### src/rtl/rps_defs.vh
// Register map, field positions, reset values and codes of the reduced power stage controller
`ifndef RPS_DEFS_VH
`define RPS_DEFS_VH
// Register addresses
`define RPS_ADDR_CTRL 4'h0
`define RPS_ADDR_SYNC_OUT 4'h1
`define RPS_ADDR_SET_A 4'h2
`define RPS_ADDR_RST_A 4'h3
`define RPS_ADDR_SET_B 4'h4
`define RPS_ADDR_RST_B 4'h5
`define RPS_ADDR_IN_SEL 4'h6
`define RPS_ADDR_CAPTURE 4'h7
`define RPS_ADDR_STATUS 4'h8
`define RPS_ADDR_COUNT 4'h9
// Control register fields
`define RPS_CTRL_RUN 0
`define RPS_CTRL_MODE_LO 1
`define RPS_CTRL_MODE_HI 2
`define RPS_CTRL_CLKSEL 3
// Sync and output configuration fields
`define RPS_SOC_POL 0
`define RPS_SOC_OUT_EN 1
// Input select fields
`define RPS_INSEL_A_LO 0
`define RPS_INSEL_A_HI 1
`define RPS_INSEL_B_LO 2
`define RPS_INSEL_B_HI 3
`define RPS_INSEL_A_EN 4
`define RPS_INSEL_B_EN 5
// Status fields, write one to clear
`define RPS_ST_OVF 0
`define RPS_ST_FAULT 1
`define RPS_ST_CAPT 2
// Extended fuse byte positions
`define RPS_FUSE_REDUCED 5
`define RPS_FUSE_LEVEL 4
`define RPS_FUSE_PULLUP 3
`define RPS_FUSE_DEFAULT 8'hff
// Running modes
`define RPS_MODE_FOUR 2'h0
`define RPS_MODE_TWO 2'h1
`define RPS_MODE_ONE 2'h2
`define RPS_MODE_CENTER 2'h3
// Least dead time in four-ramp mode, in counter periods
`define RPS_DEAD_EXTRA 12'h002
`endif

### src/rtl/rps_top.v
// Reduced power stage waveform controller with register port
//
// Overview of operation
// - Forced reset level follows drive-level fuse
// - Reduced fuse one leaves outputs as ports
// - Reduced fuse zero forces until config write
// - Pull-up fuse zero forces input pull-ups while reset is held
// - Pull-up fuse never touches alternate pin B
// - Fuse bits 5, 4, 3 default one
// - Software selects output polarity
// - Up/down counter between register limits
// - Part A drives out 0, part B out 1
// - Four 12-bit set/reset compare values
// - Counter clock from I/O or PLL
// - Four selectable retrigger/fault sources
// - Retrigger loads counter into capture register
// - One interrupt from overflow, fault, capture
// - Sync pulse to ADC and amplifier
// - Sub-cycle A then B; cycle ends after B
// - New values load at top of last ramp
// - Centered mode counts up then down
// - Four, two, one ramp modes, 12-bit times
// - Frequency is clock over times sum
// - Four-ramp on-times equal reset values
// - Four-ramp dead time is set plus two
// - Stopped updates immediate, running at cycle end (centered: at the top)
//
// The placing of the registers and strobed register access were left to the implementer.
`timescale 1ns/100ps
`include "rps_defs.vh"
module rps_top #(
    parameter WIDTH = 12
) (
    input wire ref_clk,
    input wire rst,
    input wire [3:0] reg_addr,
    input wire [15:0] reg_wdata,
    input wire reg_wr,
    input wire reg_rd,
    output reg [15:0] reg_rdata,
    input wire [7:0] ext_fuse_byte,
    input wire pll_tick,
    input wire main_trigger_pin,
    input wire comparator_out,
    input wire alt_trigger_pin_a,
    input wire alt_trigger_pin_b,
    output reg wave_out_a,
    output reg wave_out_a_oe_n,
    output reg wave_out_b,
    output reg wave_out_b_oe_n,
    output reg main_pin_pullup,
    output reg alt_a_pullup,
    output reg alt_b_pullup,
    output reg controller_irq,
    output reg adc_sync_pulse
);
    // Phases of a cycle: dead/on of part A then dead/on of part B
    localparam PH_DEAD_A = 2'h0;
    localparam PH_ON_A = 2'h1;
    localparam PH_DEAD_B = 2'h2;
    localparam PH_ON_B = 2'h3;

    reg [WIDTH-1:0] set_a_q, rst_a_q, set_b_q, rst_b_q;
    reg [WIDTH-1:0] wset_a_q, wrst_a_q, wset_b_q, wrst_b_q;
    reg [WIDTH-1:0] cnt_q, capture_value;
    reg [1:0] phase_q, mode_q, wmode_q;
    reg run_q, clksel_q, pol_q, out_en_q, dir_down_q, pending_q, ramp_b_q;
    reg [1:0] sel_a_q, sel_b_q;
    reg trig_en_a_q, trig_en_b_q, trig_prev_a_q, trig_prev_b_q;
    reg [2:0] status_q, irq_mask_q;
    reg [7:0] fuse_q;
    reg forced_q;
    reg act_a, act_b, last_ramp, ramp_end, top, trig_a, trig_b;
    reg [WIDTH-1:0] limit;
    wire tick;
    wire in_a;
    wire in_b;

    // Pick one of the four retrigger/fault sources by index
    function pick_src;
        input [1:0] sel;
        input s0, s1, s2, s3;
        begin
            case (sel)
                2'h0: pick_src = s0;
                2'h1: pick_src = s1;
                2'h2: pick_src = s2;
                default: pick_src = s3;
            endcase
        end
    endfunction

    // Counter enable: every I/O clock or one PLL-derived tick
    assign tick = clksel_q ? pll_tick : 1'b1;
    // Each part has its own input selection
    assign in_a = pick_src(sel_a_q, main_trigger_pin, comparator_out,
                           alt_trigger_pin_a, alt_trigger_pin_b);
    assign in_b = pick_src(sel_b_q, main_trigger_pin, comparator_out,
                           alt_trigger_pin_a, alt_trigger_pin_b);

    // Phase length and ramp decode from the working values
    always @*
    begin
        trig_a = trig_en_a_q & in_a & ~trig_prev_a_q;
        trig_b = trig_en_b_q & in_b & ~trig_prev_b_q;
        act_a = 1'b0;
        act_b = 1'b0;
        limit = {WIDTH{1'b0}};
        top = 1'b0;
        case (mode_q)
            `RPS_MODE_FOUR:
            begin
                case (phase_q)
                    PH_DEAD_A: limit = wset_a_q + `RPS_DEAD_EXTRA - 1'b1;
                    PH_ON_A: limit = wrst_a_q - 1'b1;
                    PH_DEAD_B: limit = wset_b_q + `RPS_DEAD_EXTRA - 1'b1;
                    default: limit = wrst_b_q - 1'b1;
                endcase
                act_a = phase_q == PH_ON_A;
                act_b = phase_q == PH_ON_B;
                top = cnt_q == limit;
            end
            `RPS_MODE_TWO:
            begin
                limit = ramp_b_q ? wrst_b_q : wrst_a_q;
                act_a = ~ramp_b_q & (cnt_q > wset_a_q);
                act_b = ramp_b_q & (cnt_q > wset_b_q);
                top = cnt_q == limit;
            end
            default:
            begin
                // One ramp and centered share the single ramp; outputs may overlap
                limit = wrst_b_q;
                act_a = (cnt_q > wset_a_q) & (cnt_q <= wrst_a_q);
                act_b = (cnt_q > wset_b_q) & (cnt_q <= wrst_b_q);
                top = cnt_q == limit;
            end
        endcase
        // Four-, two- and one-ramp have their last ramp end at the top; centered turns back there
        last_ramp = (mode_q == `RPS_MODE_FOUR) ? (phase_q == PH_ON_B) :
                    (mode_q == `RPS_MODE_TWO) ? ramp_b_q : 1'b1;
        ramp_end = (mode_q == `RPS_MODE_CENTER) ? (dir_down_q & (cnt_q == {WIDTH{1'b0}})) : top;
    end

    // Fuses sampled while reset is held, then frozen
    always @(posedge ref_clk)
    begin
        if (rst)
            fuse_q <= ext_fuse_byte;
    end

    // Register writes and working-value transfer
    always @(posedge ref_clk)
    begin
        if (rst)
        begin
            run_q <= 1'b0;
            mode_q <= `RPS_MODE_FOUR;
            wmode_q <= `RPS_MODE_FOUR;
            clksel_q <= 1'b0;
            pol_q <= 1'b0;
            out_en_q <= 1'b0;
            set_a_q <= {WIDTH{1'b0}};
            rst_a_q <= {WIDTH{1'b0}};
            set_b_q <= {WIDTH{1'b0}};
            rst_b_q <= {WIDTH{1'b0}};
            wset_a_q <= {WIDTH{1'b0}};
            wrst_a_q <= {WIDTH{1'b0}};
            wset_b_q <= {WIDTH{1'b0}};
            wrst_b_q <= {WIDTH{1'b0}};
            sel_a_q <= 2'h0;
            sel_b_q <= 2'h0;
            trig_en_a_q <= 1'b0;
            trig_en_b_q <= 1'b0;
            irq_mask_q <= 3'h0;
            pending_q <= 1'b0;
            forced_q <= 1'b1;
        end
        else
        begin
            // A stopped controller takes new values at once
            if (!run_q)
            begin
                wset_a_q <= set_a_q;
                wrst_a_q <= rst_a_q;
                wset_b_q <= set_b_q;
                wrst_b_q <= rst_b_q;
                mode_q <= wmode_q;
                pending_q <= 1'b0;
            end
            else if (pending_q && tick && last_ramp && top)
            begin
                wset_a_q <= set_a_q;
                wrst_a_q <= rst_a_q;
                wset_b_q <= set_b_q;
                wrst_b_q <= rst_b_q;
                mode_q <= wmode_q;
                pending_q <= 1'b0;
            end
            if (reg_wr)
            begin
                case (reg_addr)
                    `RPS_ADDR_CTRL:
                    begin
                        run_q <= reg_wdata[`RPS_CTRL_RUN];
                        wmode_q <= reg_wdata[`RPS_CTRL_MODE_HI:`RPS_CTRL_MODE_LO];
                        clksel_q <= reg_wdata[`RPS_CTRL_CLKSEL];
                        irq_mask_q <= reg_wdata[6:4];
                        pending_q <= 1'b1;
                    end
                    `RPS_ADDR_SYNC_OUT:
                    begin
                        pol_q <= reg_wdata[`RPS_SOC_POL];
                        out_en_q <= reg_wdata[`RPS_SOC_OUT_EN];
                        forced_q <= 1'b0;
                    end
                    `RPS_ADDR_SET_A: set_a_q <= reg_wdata[WIDTH-1:0];
                    `RPS_ADDR_RST_A: rst_a_q <= reg_wdata[WIDTH-1:0];
                    `RPS_ADDR_SET_B: set_b_q <= reg_wdata[WIDTH-1:0];
                    `RPS_ADDR_RST_B: rst_b_q <= reg_wdata[WIDTH-1:0];
                    `RPS_ADDR_IN_SEL:
                    begin
                        sel_a_q <= reg_wdata[`RPS_INSEL_A_HI:`RPS_INSEL_A_LO];
                        sel_b_q <= reg_wdata[`RPS_INSEL_B_HI:`RPS_INSEL_B_LO];
                        trig_en_a_q <= reg_wdata[`RPS_INSEL_A_EN];
                        trig_en_b_q <= reg_wdata[`RPS_INSEL_B_EN];
                    end
                    default: ;
                endcase
                if (reg_addr >= `RPS_ADDR_SET_A && reg_addr <= `RPS_ADDR_RST_B)
                    pending_q <= 1'b1;
            end
        end
    end

    // Counter, phase sequencing, capture and event flags
    always @(posedge ref_clk)
    begin
        if (rst)
        begin
            cnt_q <= {WIDTH{1'b0}};
            capture_value <= {WIDTH{1'b0}};
            phase_q <= PH_DEAD_A;
            dir_down_q <= 1'b0;
            ramp_b_q <= 1'b0;
            status_q <= 3'h0;
            trig_prev_a_q <= 1'b0;
            trig_prev_b_q <= 1'b0;
            adc_sync_pulse <= 1'b0;
        end
        else
        begin
            trig_prev_a_q <= in_a;
            trig_prev_b_q <= in_b;
            adc_sync_pulse <= 1'b0;
            // Clear by writing one; a same-cycle event still sets
            if (reg_wr && reg_addr == `RPS_ADDR_STATUS)
                status_q <= status_q & ~reg_wdata[2:0];
            if (run_q && (trig_a || trig_b))
            begin
                capture_value <= cnt_q;
                status_q[`RPS_ST_CAPT] <= 1'b1;
                status_q[`RPS_ST_FAULT] <= 1'b1;
                // Retrigger ends the current sub-cycle early
                if (mode_q == `RPS_MODE_ONE || mode_q == `RPS_MODE_CENTER)
                begin
                    cnt_q <= {WIDTH{1'b0}};
                    dir_down_q <= 1'b0;
                end
                else
                begin
                    cnt_q <= {WIDTH{1'b0}};
                    phase_q <= trig_a ? PH_DEAD_B : PH_DEAD_A;
                    ramp_b_q <= trig_a;
                end
            end
            else if (run_q && tick)
            begin
                if (mode_q == `RPS_MODE_CENTER)
                begin
                    cnt_q <= dir_down_q ? cnt_q - 1'b1 : cnt_q + 1'b1;
                    if (top && !dir_down_q)
                    begin
                        dir_down_q <= 1'b1;
                        cnt_q <= cnt_q - 1'b1;
                        adc_sync_pulse <= 1'b1;
                    end
                    else if (ramp_end)
                    begin
                        dir_down_q <= 1'b0;
                        cnt_q <= cnt_q + 1'b1;
                        status_q[`RPS_ST_OVF] <= 1'b1;
                    end
                end
                else if (ramp_end)
                begin
                    cnt_q <= {WIDTH{1'b0}};
                    phase_q <= phase_q + 2'h1;
                    ramp_b_q <= ~ramp_b_q;
                    if (last_ramp)
                    begin
                        phase_q <= PH_DEAD_A;
                        ramp_b_q <= 1'b0;
                        status_q[`RPS_ST_OVF] <= 1'b1;
                        adc_sync_pulse <= 1'b1;
                    end
                end
                else
                    cnt_q <= cnt_q + 1'b1;
            end
        end
    end

    // Output pins: forced level, port release, or polarity-adjusted wave
    always @(posedge ref_clk)
    begin
        if (rst)
        begin
            wave_out_a <= ext_fuse_byte[`RPS_FUSE_LEVEL];
            wave_out_b <= ext_fuse_byte[`RPS_FUSE_LEVEL];
            wave_out_a_oe_n <= ext_fuse_byte[`RPS_FUSE_REDUCED];
            wave_out_b_oe_n <= ext_fuse_byte[`RPS_FUSE_REDUCED];
            main_pin_pullup <= ~ext_fuse_byte[`RPS_FUSE_PULLUP];
            alt_a_pullup <= ~ext_fuse_byte[`RPS_FUSE_PULLUP];
            alt_b_pullup <= 1'b0;
            controller_irq <= 1'b0;
            reg_rdata <= 16'h0000;
        end
        else
        begin
            // Pull-ups are forced only while reset is held
            main_pin_pullup <= 1'b0;
            alt_a_pullup <= 1'b0;
            alt_b_pullup <= 1'b0;
            if (forced_q && !fuse_q[`RPS_FUSE_REDUCED])
            begin
                wave_out_a <= fuse_q[`RPS_FUSE_LEVEL];
                wave_out_b <= fuse_q[`RPS_FUSE_LEVEL];
                wave_out_a_oe_n <= 1'b0;
                wave_out_b_oe_n <= 1'b0;
            end
            else
            begin
                wave_out_a <= act_a ^ pol_q;
                wave_out_b <= act_b ^ pol_q;
                wave_out_a_oe_n <= ~out_en_q;
                wave_out_b_oe_n <= ~out_en_q;
            end
            controller_irq <= |(status_q & irq_mask_q);
            reg_rdata <= 16'h0000;
            if (reg_rd)
            begin
                case (reg_addr)
                    `RPS_ADDR_CTRL: reg_rdata <= {9'h000, irq_mask_q, clksel_q, wmode_q, run_q};
                    `RPS_ADDR_SYNC_OUT: reg_rdata <= {14'h0000, out_en_q, pol_q};
                    `RPS_ADDR_SET_A: reg_rdata <= {{(16-WIDTH){1'b0}}, set_a_q};
                    `RPS_ADDR_RST_A: reg_rdata <= {{(16-WIDTH){1'b0}}, rst_a_q};
                    `RPS_ADDR_SET_B: reg_rdata <= {{(16-WIDTH){1'b0}}, set_b_q};
                    `RPS_ADDR_RST_B: reg_rdata <= {{(16-WIDTH){1'b0}}, rst_b_q};
                    `RPS_ADDR_IN_SEL:
                        reg_rdata <= {10'h000, trig_en_b_q, trig_en_a_q, sel_b_q, sel_a_q};
                    `RPS_ADDR_CAPTURE: reg_rdata <= {{(16-WIDTH){1'b0}}, capture_value};
                    `RPS_ADDR_STATUS: reg_rdata <= {13'h0000, status_q};
                    `RPS_ADDR_COUNT: reg_rdata <= {{(16-WIDTH){1'b0}}, cnt_q};
                    default: reg_rdata <= 16'h0000;
                endcase
            end
        end
    end
endmodule // rps_top

### config.mk
export PLATFORM = sky130hd
export DESIGN_NAME = rps_top
export DESIGN_NICKNAME = d
export VERILOG_FILES = /design/src/rtl/rps_top.v
export VERILOG_INCLUDE_DIRS = /design/src /design/src/rtl
export SDC_FILE = /design/constraint.sdc
export NUM_CORES = 1
export LEC_CHECK = 0
export ABC_AREA = 1
export ABC_CLOCK_PERIOD_IN_PS = 4700
export BUFFER_PORTS_ARGS = -buffer_cell sky130_fd_sc_hd__buf_2
export CAP_MARGIN = 20
export CORE_MARGIN = 4
export CORE_UTILIZATION = 35
export CTS_CLUSTER_DIAMETER = 40
export CTS_CLUSTER_SIZE = 30
export DETAILED_ROUTE_END_ITERATION = 8
export GPL_TIMING_DRIVEN = 0
export MAX_ROUTING_LAYER = met4
export PLACE_DENSITY = 0.62
export SLEW_MARGIN = 15
export SYNTH_ARGS = -nofsm -noshare
export SYNTH_HDL_FRONTEND = slang
export SYNTH_SLANG_ARGS = --single-unit
### constraint.sdc
create_clock -name ref_clk -period 4.7 [get_ports ref_clk]
set_input_delay 0.235 -clock ref_clk [delete_from_list [all_inputs] [get_ports ref_clk]]
set_output_delay 0.235 -clock ref_clk [all_outputs]
set_load 0.01 [all_outputs]
### Word-level counts from Yosys, hierarchy flattened

Index checks and enable logic that the tools add are counted.

* reduce and logical (&&, ||, !) cells: 37
* div/mod/pow operators: 0
* bitwise operators: 21
* add/sub/neg operators: 9
* shifts and indexed selects: 0
* muxes and demuxes: 71
* eq/ne operators: 26
* magnitude comparators: 6
* multipliers: 0

Operator list (number)
* 12-bit 2-to-1 mux: 15
* 12-bit one-hot mux with 10 select lines: 1
* 12-bit by 1-bit subtractor with 12-bit output, second input constant: 5
* 1-bit 2-to-1 mux: 38
* 12-bit == test: 3
* 12-bit one-hot mux with 3 select lines: 1
* 12-bit by 2-bit adder with 12-bit output, second input constant: 2
* 12-bit > comparator: 2
* 12-bit <= comparator: 2
* 2-bit 2-to-1 mux: 10
* 4-bit by 3-bit == test with 1-bit output, second input constant: 4
* 2-bit AND reduction: 7
* 12-bit by 1-bit adder with 12-bit output, second input constant: 1
* 2-bit == test, second input constant: 6
* 12-bit zero test: 1
* 1-bit AND: 9
* 1-bit logical AND: 9
* 2-bit by 1-bit == test with 1-bit output, second input constant: 4
* 4-bit by 2-bit == test with 1-bit output, second input constant: 2
* 4-bit == test, second input constant: 2
* 2-bit zero test: 4
* 4-bit AND reduction: 2
* 2-bit nonzero test: 4
* 1-bit NOT: 7
* other kinds (18): 29

* memory bits (read-only): 0
* register bits: 176
* RAM bits: 0
* latch bits: 0
* memories kept: 0

### Longest topological paths before layout

Gate-level depths: netlist (run 1).

* word-level depth: 12
* mapped depth: 26
* gate-level depth less buffers: 26

### Least setup slack after synthesis (run 1)

OpenSTA, ideal clock, no wires.

* path kind: register to register
* start: register phase_q[1]
* end: register cnt_q[8]
* path slack: 1.844 ns
* stages on the path, launching flop included: 26
* setup time: 0.070 ns
* arrival time: 2.786 ns
* clock period less this slack: 2.856 ns
* path through: dfxtp_1 -> inv_1 -> ha_1 -> inv_2 -> nand2_1 -> nand2_1 -> ha_1 -> nand3_1 -> nor2_2 -> nand3_1 -> nand3_1 -> nand2_1 -> nand2_1 -> nand2_1 -> nand2_1 -> nand2_1 -> nor2_1 -> nand2_1 -> nor2_1 -> nand3_2 -> nand3_1 -> nand2_2 -> buf_2 -> o21ai_1 -> nand2_1 -> a21oi_1

* word-level cells in the longest chain between the ends: 9
* elaborated cells between the ends (all ways): 13
* classes of those cells: eq/ne: 3; mux: 8; reduce/logical: 2

Ends and longest elaborated chain
* from (decl): line rps_top.v:66 `reg [1:0] phase_q, mode_q, wmode_q;`
* from (signal assigned): line rps_top.v:273 `phase_q <= trig_a ? PH_DEAD_B : PH_DEAD_A;`
* from (signal assigned): line rps_top.v:298 `phase_q <= phase_q + 2'h1;`
* 2-bit == test, or another cell as far along: line rps_top.v:113 `case (phase_q)`
* 12-bit one-hot mux with 3 select lines *: line rps_top.v:113
* 12-bit 2-to-1 mux *: line rps_top.v:110 `case (mode_q)`
* 12-bit == test *: line rps_top.v:121 `top = cnt_q == limit;`
* 1-bit one-hot mux with 2 select lines *: line rps_top.v:110
* 1-bit 2-to-1 mux: line rps_top.v:142 `` ramp_end = (mode_q == `RPS_MODE_CENTER) ? (dir_down_q & (cnt_q == {WIDTH{1'b0}})) : top; ``
* 12-bit 2-to-1 mux: line rps_top.v:288 `else if (ramp_end)`
* 12-bit 2-to-1 mux: line rps_top.v:282 `if (top && !dir_down_q)`
* 12-bit 2-to-1 mux *: line rps_top.v:279 `` if (mode_q == `RPS_MODE_CENTER) ``
* to (signal assigned): line rps_top.v:281 `cnt_q <= dir_down_q ? cnt_q - 1'b1 : cnt_q + 1'b1;`
* to (signal assigned): line rps_top.v:285 `cnt_q <= cnt_q - 1'b1;`
* to (signal assigned): line rps_top.v:291 `cnt_q <= cnt_q + 1'b1;`
* to (decl): line rps_top.v:65 `reg [WIDTH-1:0] cnt_q, capture_value;`

Mark *: on every way between the ends. The rest lies on a longest branch, timed or not. The select of a mux whose other input is x is not followed.
A chain may end at the register's enable or synchronous reset.

### Final worst setup path (run 1)

* start: register phase_q[1]
* end: register wrst_a_q[3]

* word-level cells in the longest chain between the ends: 7
* elaborated cells between the ends (all ways): 12
* classes of those cells: eq/ne: 5; mux: 4; reduce/logical: 3

Ends and longest elaborated chain
* 2-bit == test, or another cell as far along: line rps_top.v:113
* 12-bit one-hot mux with 3 select lines: line rps_top.v:113
* 12-bit 2-to-1 mux: line rps_top.v:110
* 12-bit == test: line rps_top.v:121
* 1-bit one-hot mux with 2 select lines: line rps_top.v:110
* 1-bit logical AND *: line rps_top.v:191 `else if (pending_q && tick && last_ramp && top)`
* 2-bit by 1-bit inequality test with 1-bit output (no source line) *
* to (signal assigned): line rps_top.v:168 `wrst_a_q <= {WIDTH{1'b0}};`
* to (signal assigned): line rps_top.v:185 `wrst_a_q <= rst_a_q;`
* to (signal assigned): line rps_top.v:194 `wrst_a_q <= rst_a_q;`
* to (decl): line rps_top.v:64 `reg [WIDTH-1:0] wset_a_q, wrst_a_q, wset_b_q, wrst_b_q;`

Marked as above.

==> reports/results.ini, run 1 <==
[timing]
setup_viol=0
min_period_ns=3.95
timing.final.ws_setup_ns=0.751
max_freq_mhz=253
rsz0062_at_grt=no
drv_slew=0
maxSlewHeadroom=0.461
skew_ns=0.0138
worst_slew_pin_slew_ns=0.807
tns_ns=0
hold_violations=0
fin_crit_sh=0.840

[routing]
routedWlPerCell_um=19.2
drc=0
via_count=10600
wl_um=37700
drtAntennaViolNets=0
dr.pass1.iters=7
drt_iter0_drc=1133
via_per_inst=5.41

[min_path]
min-delay-start=reg_wdata[6]
min_path_type=input port to flop

[layout]
diodes=0
area_delta_synth_final_pct=13.5
finalNetCount=1669
fin_area_um2=11300
drive_gt1_frac=0.0693
final_cells=1966

[critical_path]
reg2reg_from=phase_q[1]
path_buf_inv=3
endpoint_kind=flop
worst-setup-path-type=flop to flop
cp_cell_sequence=inv_1 -> ha_1 -> inv_2 -> nand2_1 -> nand2_1 -> ha_1 -> nand3_1 -> nor2_2 -> nand2_1 -> nand2_1 -> nand3_1 -> nand2_1 -> nand2_1 -> nand3_1 -> nand2_1 -> nor2_1 -> nand2_1 -> nor2_1 -> nand3_2 -> nand2_2 -> a21oi_4 -> buf_4 -> o21ai_1 -> a21oi_1
critical-path-top-delay-family=simple AND/OR/NAND/NOR gates
slowest_stage=dfxtp_1
worstPathRequired_ns=5.01
startpoint=phase_q[1]
crit_fanout=10
max_stage_delay_ns=0.39
cp.arrival_ns=4.26
critPathMostFrequentCell=nand2_1
cp-start-kind=flop

[global_routing]
grt_overflow=0
antenna_found_initial=0
grt_pass1_wl_um=57800
grt_pass1_vias=9971
busiest_layer=met2
grt_max_degree=19
grt_util_met3=0.0246
grtUsageTotal=0.246
met2_usage=0.384
gr-usage-met1=0.334

[power]
p_per_area_nw_per_um2=296
p_leak_nw=4.84
vdd_drop_max_v=0.000251

[job]
maxCapViolations=0

[cts]
tritoncts=built
clk_pin_slew_ns=0.08
postCtsSetupBuffers=0
tritoncts.num_buffers=17
clock_latency_ns=0.44
cts_max_path_buffers=2
cts-root-buf=clkbuf_16
cts_htree_levels=4
cts.sinks=168

[placement]
dpl_cell_area_um2=10700
gp_congestion=0.971
io_buffers=46
dp_cells=1931
pre_cts_ws_ns=0.830
dp_hpwl_um=29200

[synthesis]
ys_seq_area_frac=0.340
avgSynthCellArea_um2=6.63
synth-main-ff-cell=dfxtp_1
async_reset_ff_frac=0
yosys.cell_types.count=43
synth_edf_count=2
yosysWarningCount=0
syn-instance-count=1503
mappedNetlistArea_um2=9960
synth_seq_cells=168

[floorplanning]
rows=61
start_util=0.357
die_h_um=177
core_area_um2=27900
die_x_um=177
pin_count=62
die_area_um2=31200

[status]
run_status=finished, final reports clean

## what timing repair did
item                      in CTS  in global routing
hold endpoints to repair       3                  0
resized for setup              0                  0
hold buffers                   3                  0
## cells in the mapped netlist, types with 3 or more instances
cell,instances,share of area
buf_2,9,0.0045
a21oi_1,184,0.092
nor4_1,5,0.0031
ha_1,57,0.072
nor3_1,16,0.0080
o21ai_1,55,0.028
a211oi_1,5,0.0038
nand4_1,15,0.0094
buf_4,12,0.0090
xor2_1,14,0.012
clkinv_1,4,0.0015
o2111ai_1,4,0.0035
nand3_1,115,0.058
clkbuf_1,48,0.018
dfxtp_1,166,0.33
a31oi_1,4,0.0025
o22ai_1,33,0.021
inv_1,191,0.072
o21ai_0,134,0.067
nand2_1,282,0.11
nor2_1,115,0.043
o221ai_1,3,0.0026
## where the power goes
part	switching (mW)	internal [mW]	leakage, nW
clock network	0.700	0.763	0.291
registers	0.0308	1.46	1.36
logic	0.268	0.127	3.18
## final timing paths
kind	to	slack [ns]	cells after the start
max	wrst_a_q[3]	0.75	24
min	rst_b_q[6]	0.12	3
max reg2reg	wrst_a_q[3]	0.75	24
min reg2reg	capture_value[8]	0.48	2
## layout make-up
type,instances,area (um^2)
buffer,70,319
clock buffer,17,425
clock inverter,15,174
fill,3036,16600
inverter,197,739
multi-input combinational,1072,5540
sequential,168,3380
tap,378,473
timing repair buffer,49,260
## cell families after synthesis
logic type	share of synthesized area
DFF	0.340
AOI/OAI and AO/OA	0.231
xor gates and xnor gates	0.0141
other	0.000376
adders and majority gates	0.0716
and+or+nand+nor	0.235
muxes	0.00201
buffers and inverters	0.106
## metal layers
metal / vias up / share of wire
met1: 4928 / 0.45
met4: 0 / 0.035
li1: 5168 / -
met3: 91 / 0.066
met5: - / 0
met2: 440 / 0.45
## worst min-delay path, cell delays in order
cell and delay, ns:
buf_2 0.13, nand3_1 0.08, a21oi_1 0.06
## stage by stage
step / hold slack, ns / utilization / total power, mW
after floorplan: 0.307 / - / 1.77
after global placement: 0.405 / 0.382 / 1.90
after detailed placement: 0.413 / 0.382 / 1.90
after CTS: 0.107 / 0.405 / 3.35
after global routing: 0.140 / 0.405 / 3.46
final: 0.118 / 0.405 / 3.34
## sequential cells by signal, indices dropped and copies added, names as in the netlist, 2 cells and up
name and flops:
phase_q 2, wset_a_q 12, wrst_a_q 12, cnt_q 12, sel_b_q 2, rst_a_q 12
mode_q 2, wset_b_q 12, reg_rdata 12, wmode_q 2, wrst_b_q 12, status_q 3
rst_b_q 12, set_b_q 12, capture_value 12, irq_mask_q 3, sel_a_q 2, set_a_q 12
fuse_q 2
## layout by cell type, fill, tap and decap left out, drive strengths merged, types with 2 or more instances in the layout
cell type      n
o22ai         33
mux2i          2
conb           5
nand4         15
o41ai          2
nor4           5
nand3b         2
a211oi         5
nor3          16
nand2        284
nor2         116
dfxtp        166
clkbuf        65
o2111ai        4
edfxtp         2
dlygate4sd3    3
o211ai         2
clkinv         8
or2            2
nand3        116
a21oi        187
a31oi          4
buf           68
o21ai        189
o21a           2
o221ai         3
inv          202
ha            57
xnor2          2
xor2          14
Note: power is estimated with default switching activity, not from simulation.
==> inputs of run 2 (changes only) <==
ABC_AREA = 0   (was 1)
ABC_CLOCK_PERIOD_IN_PS = 3800   (was 4700)
clock period = 3.8 ns   (was 4.7 ns; I/O delays follow)
==> run 2 against run 1 <==
Effect of this change: the flow now finishes with violations (setup timing); register-to-register slack got worse by 1.1 ns; sequential cell count is the same; first-iteration DRC count down 8.2%; largest cell class unchanged.
==> reports/results.ini, run 2 <==
[status]
run_status=finished with violations
violations=setup timing

[layout]
area_delta_synth_final_pct=18.0
finalNetCount=1454  ; -13%
drive_gt1_frac=0.125  ; +0.0560
diodes=0  ; unchanged
fin_area_um2=12100  ; +7.3%
final_cells=1757  ; -11%
post-route-util=0.421  ; +0.0158
final_cell_mix=nand2_1 (168), dfxtp_1 (164), nor2_1 (117), a21oi_1 (95), mux2i_1 (91)
layout_commonest_cell=nand2_1

[critical_path]
ff2ff_path_depth=19  ; -21%
worstPathRequired_ns=4.10  ; -0.91 ns
cp-start-kind=flop
cp_cell_sequence=inv_2 -> ha_4 -> buf_6 -> buf_12 -> mux2i_4 -> ha_4 -> or4bb_4 -> a22oi_1 -> nand3_1 -> a21oi_1 -> o22ai_1 -> xor2_1 -> and3_1 -> a22oi_4 -> o21ai_4 -> buf_12 -> buf_12 -> mux2i_1 -> nor2_1
critPathCapture=wset_b_q[11]
critPathMostFrequentCell=buf_12
slowest_stage=or4bb_4
worst-setup-path-type=flop to flop
endpoint_kind=flop
reg2reg_from=phase_q[1]
crit_fanout=10  ; unchanged
max_stage_delay_ns=0.47  ; +0.08 ns
cp.arrival_ns=4.46  ; +0.20 ns
r2r_slack_ns=-0.36  ; -1.11 ns
startpoint=phase_q[1]
rr_endpoint=wset_b_q[11]

[floorplanning]
die_area_um2=32200  ; +3.1%
pin_count=62  ; unchanged
core_area_um2=28900  ; +3.3%
rows=62  ; +1.6%
die_h_um=179  ; +1.6%
start_util=0.357  ; about the same
die_x_um=179  ; +1.6%

[global_routing]
grt_max_degree=21  ; +2
grt_pass1_wl_um=58200  ; +0.80%
antenna_found_initial=0  ; unchanged
grt_overflow=0  ; unchanged
grt_pass1_vias=9536  ; -4.4%
grtUsageTotal=0.237  ; -0.00961

[timing]
hold_violations=0  ; unchanged
fin_crit_sh=1.09  ; +0.254
skew_ns=0.0107  ; -0.00304 ns
whs_ns=0.0259  ; -0.0923 ns
drv_slew=0  ; unchanged
timing.final.ws_setup_ns=-0.360  ; -1.11 ns
rsz0062_at_grt=yes
worst_slew_pin_slew_ns=0.947  ; +0.140 ns
setup_viol=66  ; +66
maxSlewHeadroom=0.363  ; -0.0986
min_period_ns=4.16  ; +0.210 ns
tns_ns=-18.74  ; -18.74 ns
max_freq_mhz=240  ; -5.1%

[synthesis]
mappedNetlistArea_um2=10300  ; +3.3%
ys_seq_area_frac=0.329  ; -0.0108
yosysTopAreaCell=dfxtp_1
avgSynthCellArea_um2=8.12  ; +23%
synth_area_leaders=dfxtp_1 (32%), mux2i_1 (9.3%), ha_1 (6.9%)
synth.most_common_cell=nand2_1
yosys.cell_types.count=79  ; +84%
syn-instance-count=1267  ; -16%
synth_top_area_share=0.323  ; -0.0106
yosysWarningCount=0  ; unchanged
synth_common_cells=nand2_1 (168), dfxtp_1 (166), nor2_1 (119)
synth-main-ff-cell=dfxtp_1
synth_seq_cells=168  ; unchanged
synth_edf_count=2  ; unchanged
async_reset_ff_frac=0  ; unchanged

[power]
p_per_area_nw_per_um2=320  ; +8.4%
switching_share=0.283  ; -0.0158
power_mw=3.89  ; +16%
p_switching_mw=1.10  ; +10%
p_int_mw=2.79  ; +19%
vdd_drop_max_v=0.000311  ; +24%
power_frac_comb=0.076  ; -0.042
p_seq_frac=0.465  ; +0.020
pwr-share-clk=0.459  ; +0.022
p_leak_nw=4.92  ; +1.7%

[placement]
dp_hpwl_um=29400  ; +0.81%
dpl_cell_area_um2=11100  ; +3.5%
gp_congestion=0.994  ; +2.3%
pre_cts_ws_ns=-0.729  ; -1.56 ns
dp_cells=1699  ; -12%
io_buffers=44  ; -4.3%

[job]
maxCapViolations=0  ; unchanged

[routing]
drt_iter0_drc=1040  ; -8.2%
via_count=10300  ; -3.5%
drc=0  ; unchanged
routedWlPerCell_um=22.1  ; +15%
dr.pass1.iters=5  ; -2
wl_um=38800  ; +2.9%
via_per_inst=5.84  ; +8.0%
drtAntennaViolNets=0  ; unchanged

[min_path]
min_path_type=input port to flop

[cts]
tritoncts.num_buffers=17  ; unchanged
cts_htree_levels=4  ; unchanged
clk_pin_slew_ns=0.08  ; about the same
cts-root-buf=clkbuf_16
cts_max_path_buffers=2  ; unchanged
tritoncts=built
cts.sinks=168  ; unchanged
clock_latency_ns=0.45  ; about the same

[run 2: changes by cell type in the layout (fill, tap and decap cells not counted), moves of 17 or more]
| cell | before | now |
|---|---|---|
| o21ai_0 | 134 | 28 |
| nor2b_1 | 0 | 17 |
| inv_1 | 191 | 56 |
| o21ai_1 | 55 | 4 |
| a22oi_1 | 0 | 30 |
| o22ai_1 | 33 | 8 |
| a21o_1 | 0 | 18 |
| nand3_1 | 115 | 29 |
| xnor2_1 | 2 | 29 |
| a21oi_1 | 184 | 95 |
| clkbuf_1 | 48 | 65 |
| mux2i_1 | 2 | 91 |
| nand2_1 | 282 | 168 |
[run 2: layout make-up]
class	count	area, um^2
repair buffers	70	487
flip-flops and latches	168	3390
well taps	384	480
clock inverters	15	193
multi-input cells	956	6460
plain buffers	90	494
fillers	2938	16700
clock buffers	17	425
inverters	57	214
[run 2: per-layer routing]
metal	routed length, um	track usage	vias up
li1	-	-	4723
met1	16300	0.308	4903
met2	17700	0.372	527
met3	3270	0.0321	103
met4	1550	0.0988	0
met5	0	-	-
[run 2: cell families after synthesis]
| family | synth area share |
|---|---|
| and+or+nand+nor | 0.205 |
| AOI/OAI and AO/OA | 0.197 |
| other | 0.000364 |
| buffers and inverters | 0.0659 |
| DFF | 0.329 |
| xor gates and xnor gates | 0.0332 |
| muxes | 0.101 |
| adders and majority gates | 0.0693 |
[run 2: worst min-delay path by stage]
stage,start,to,cells after the start
floorplan,ext_fuse_byte[3],alt_a_pullup,1
global placement,ext_fuse_byte[3],alt_a_pullup,2
detailed placement,ext_fuse_byte[3],alt_a_pullup,2
CTS,reg_wdata[11],rst_b_q[11],3
global route,reg_wdata[8],set_b_q[8],3
finish,reg_wdata[11],rst_b_q[11],3
[run 2: power by group through the flow]
stage          combinational, mW  sequential [mW]  clock [mW]
5_1_grt                    0.320             1.81        1.88
2_1_floorplan              0.174             1.84           0
3_5_place_dp               0.273             1.85           0
4_1_cts                    0.284             1.81        1.81
6_report                   0.297             1.81        1.79
3_3_place_gp               0.270             1.85           0
[run 2: repair_timing]
action	CTS	global route
gates resized for setup	18	29
hold endpoints to repair	6	0
gates cloned	1	1
buffers inserted	14	6
pin swaps	14	15
hold buffers	4	0
endpoints found under the setup margin	68	68
[run 2: worst max-delay path, delay by kind of cell, from the launching register on]
| family | cells | cell delay [ns] |
|---|---|---|
| xor gates and xnor gates | 1 | 0.15 |
| muxes | 2 | 0.45 |
| AOI/OAI and AO/OA | 5 | 0.98 |
| buffers and inverters | 5 | 0.65 |
| adders and majority gates | 2 | 0.36 |
| and+or+nand+nor | 4 | 1.09 |
| DFF | 1 | 0.33 |
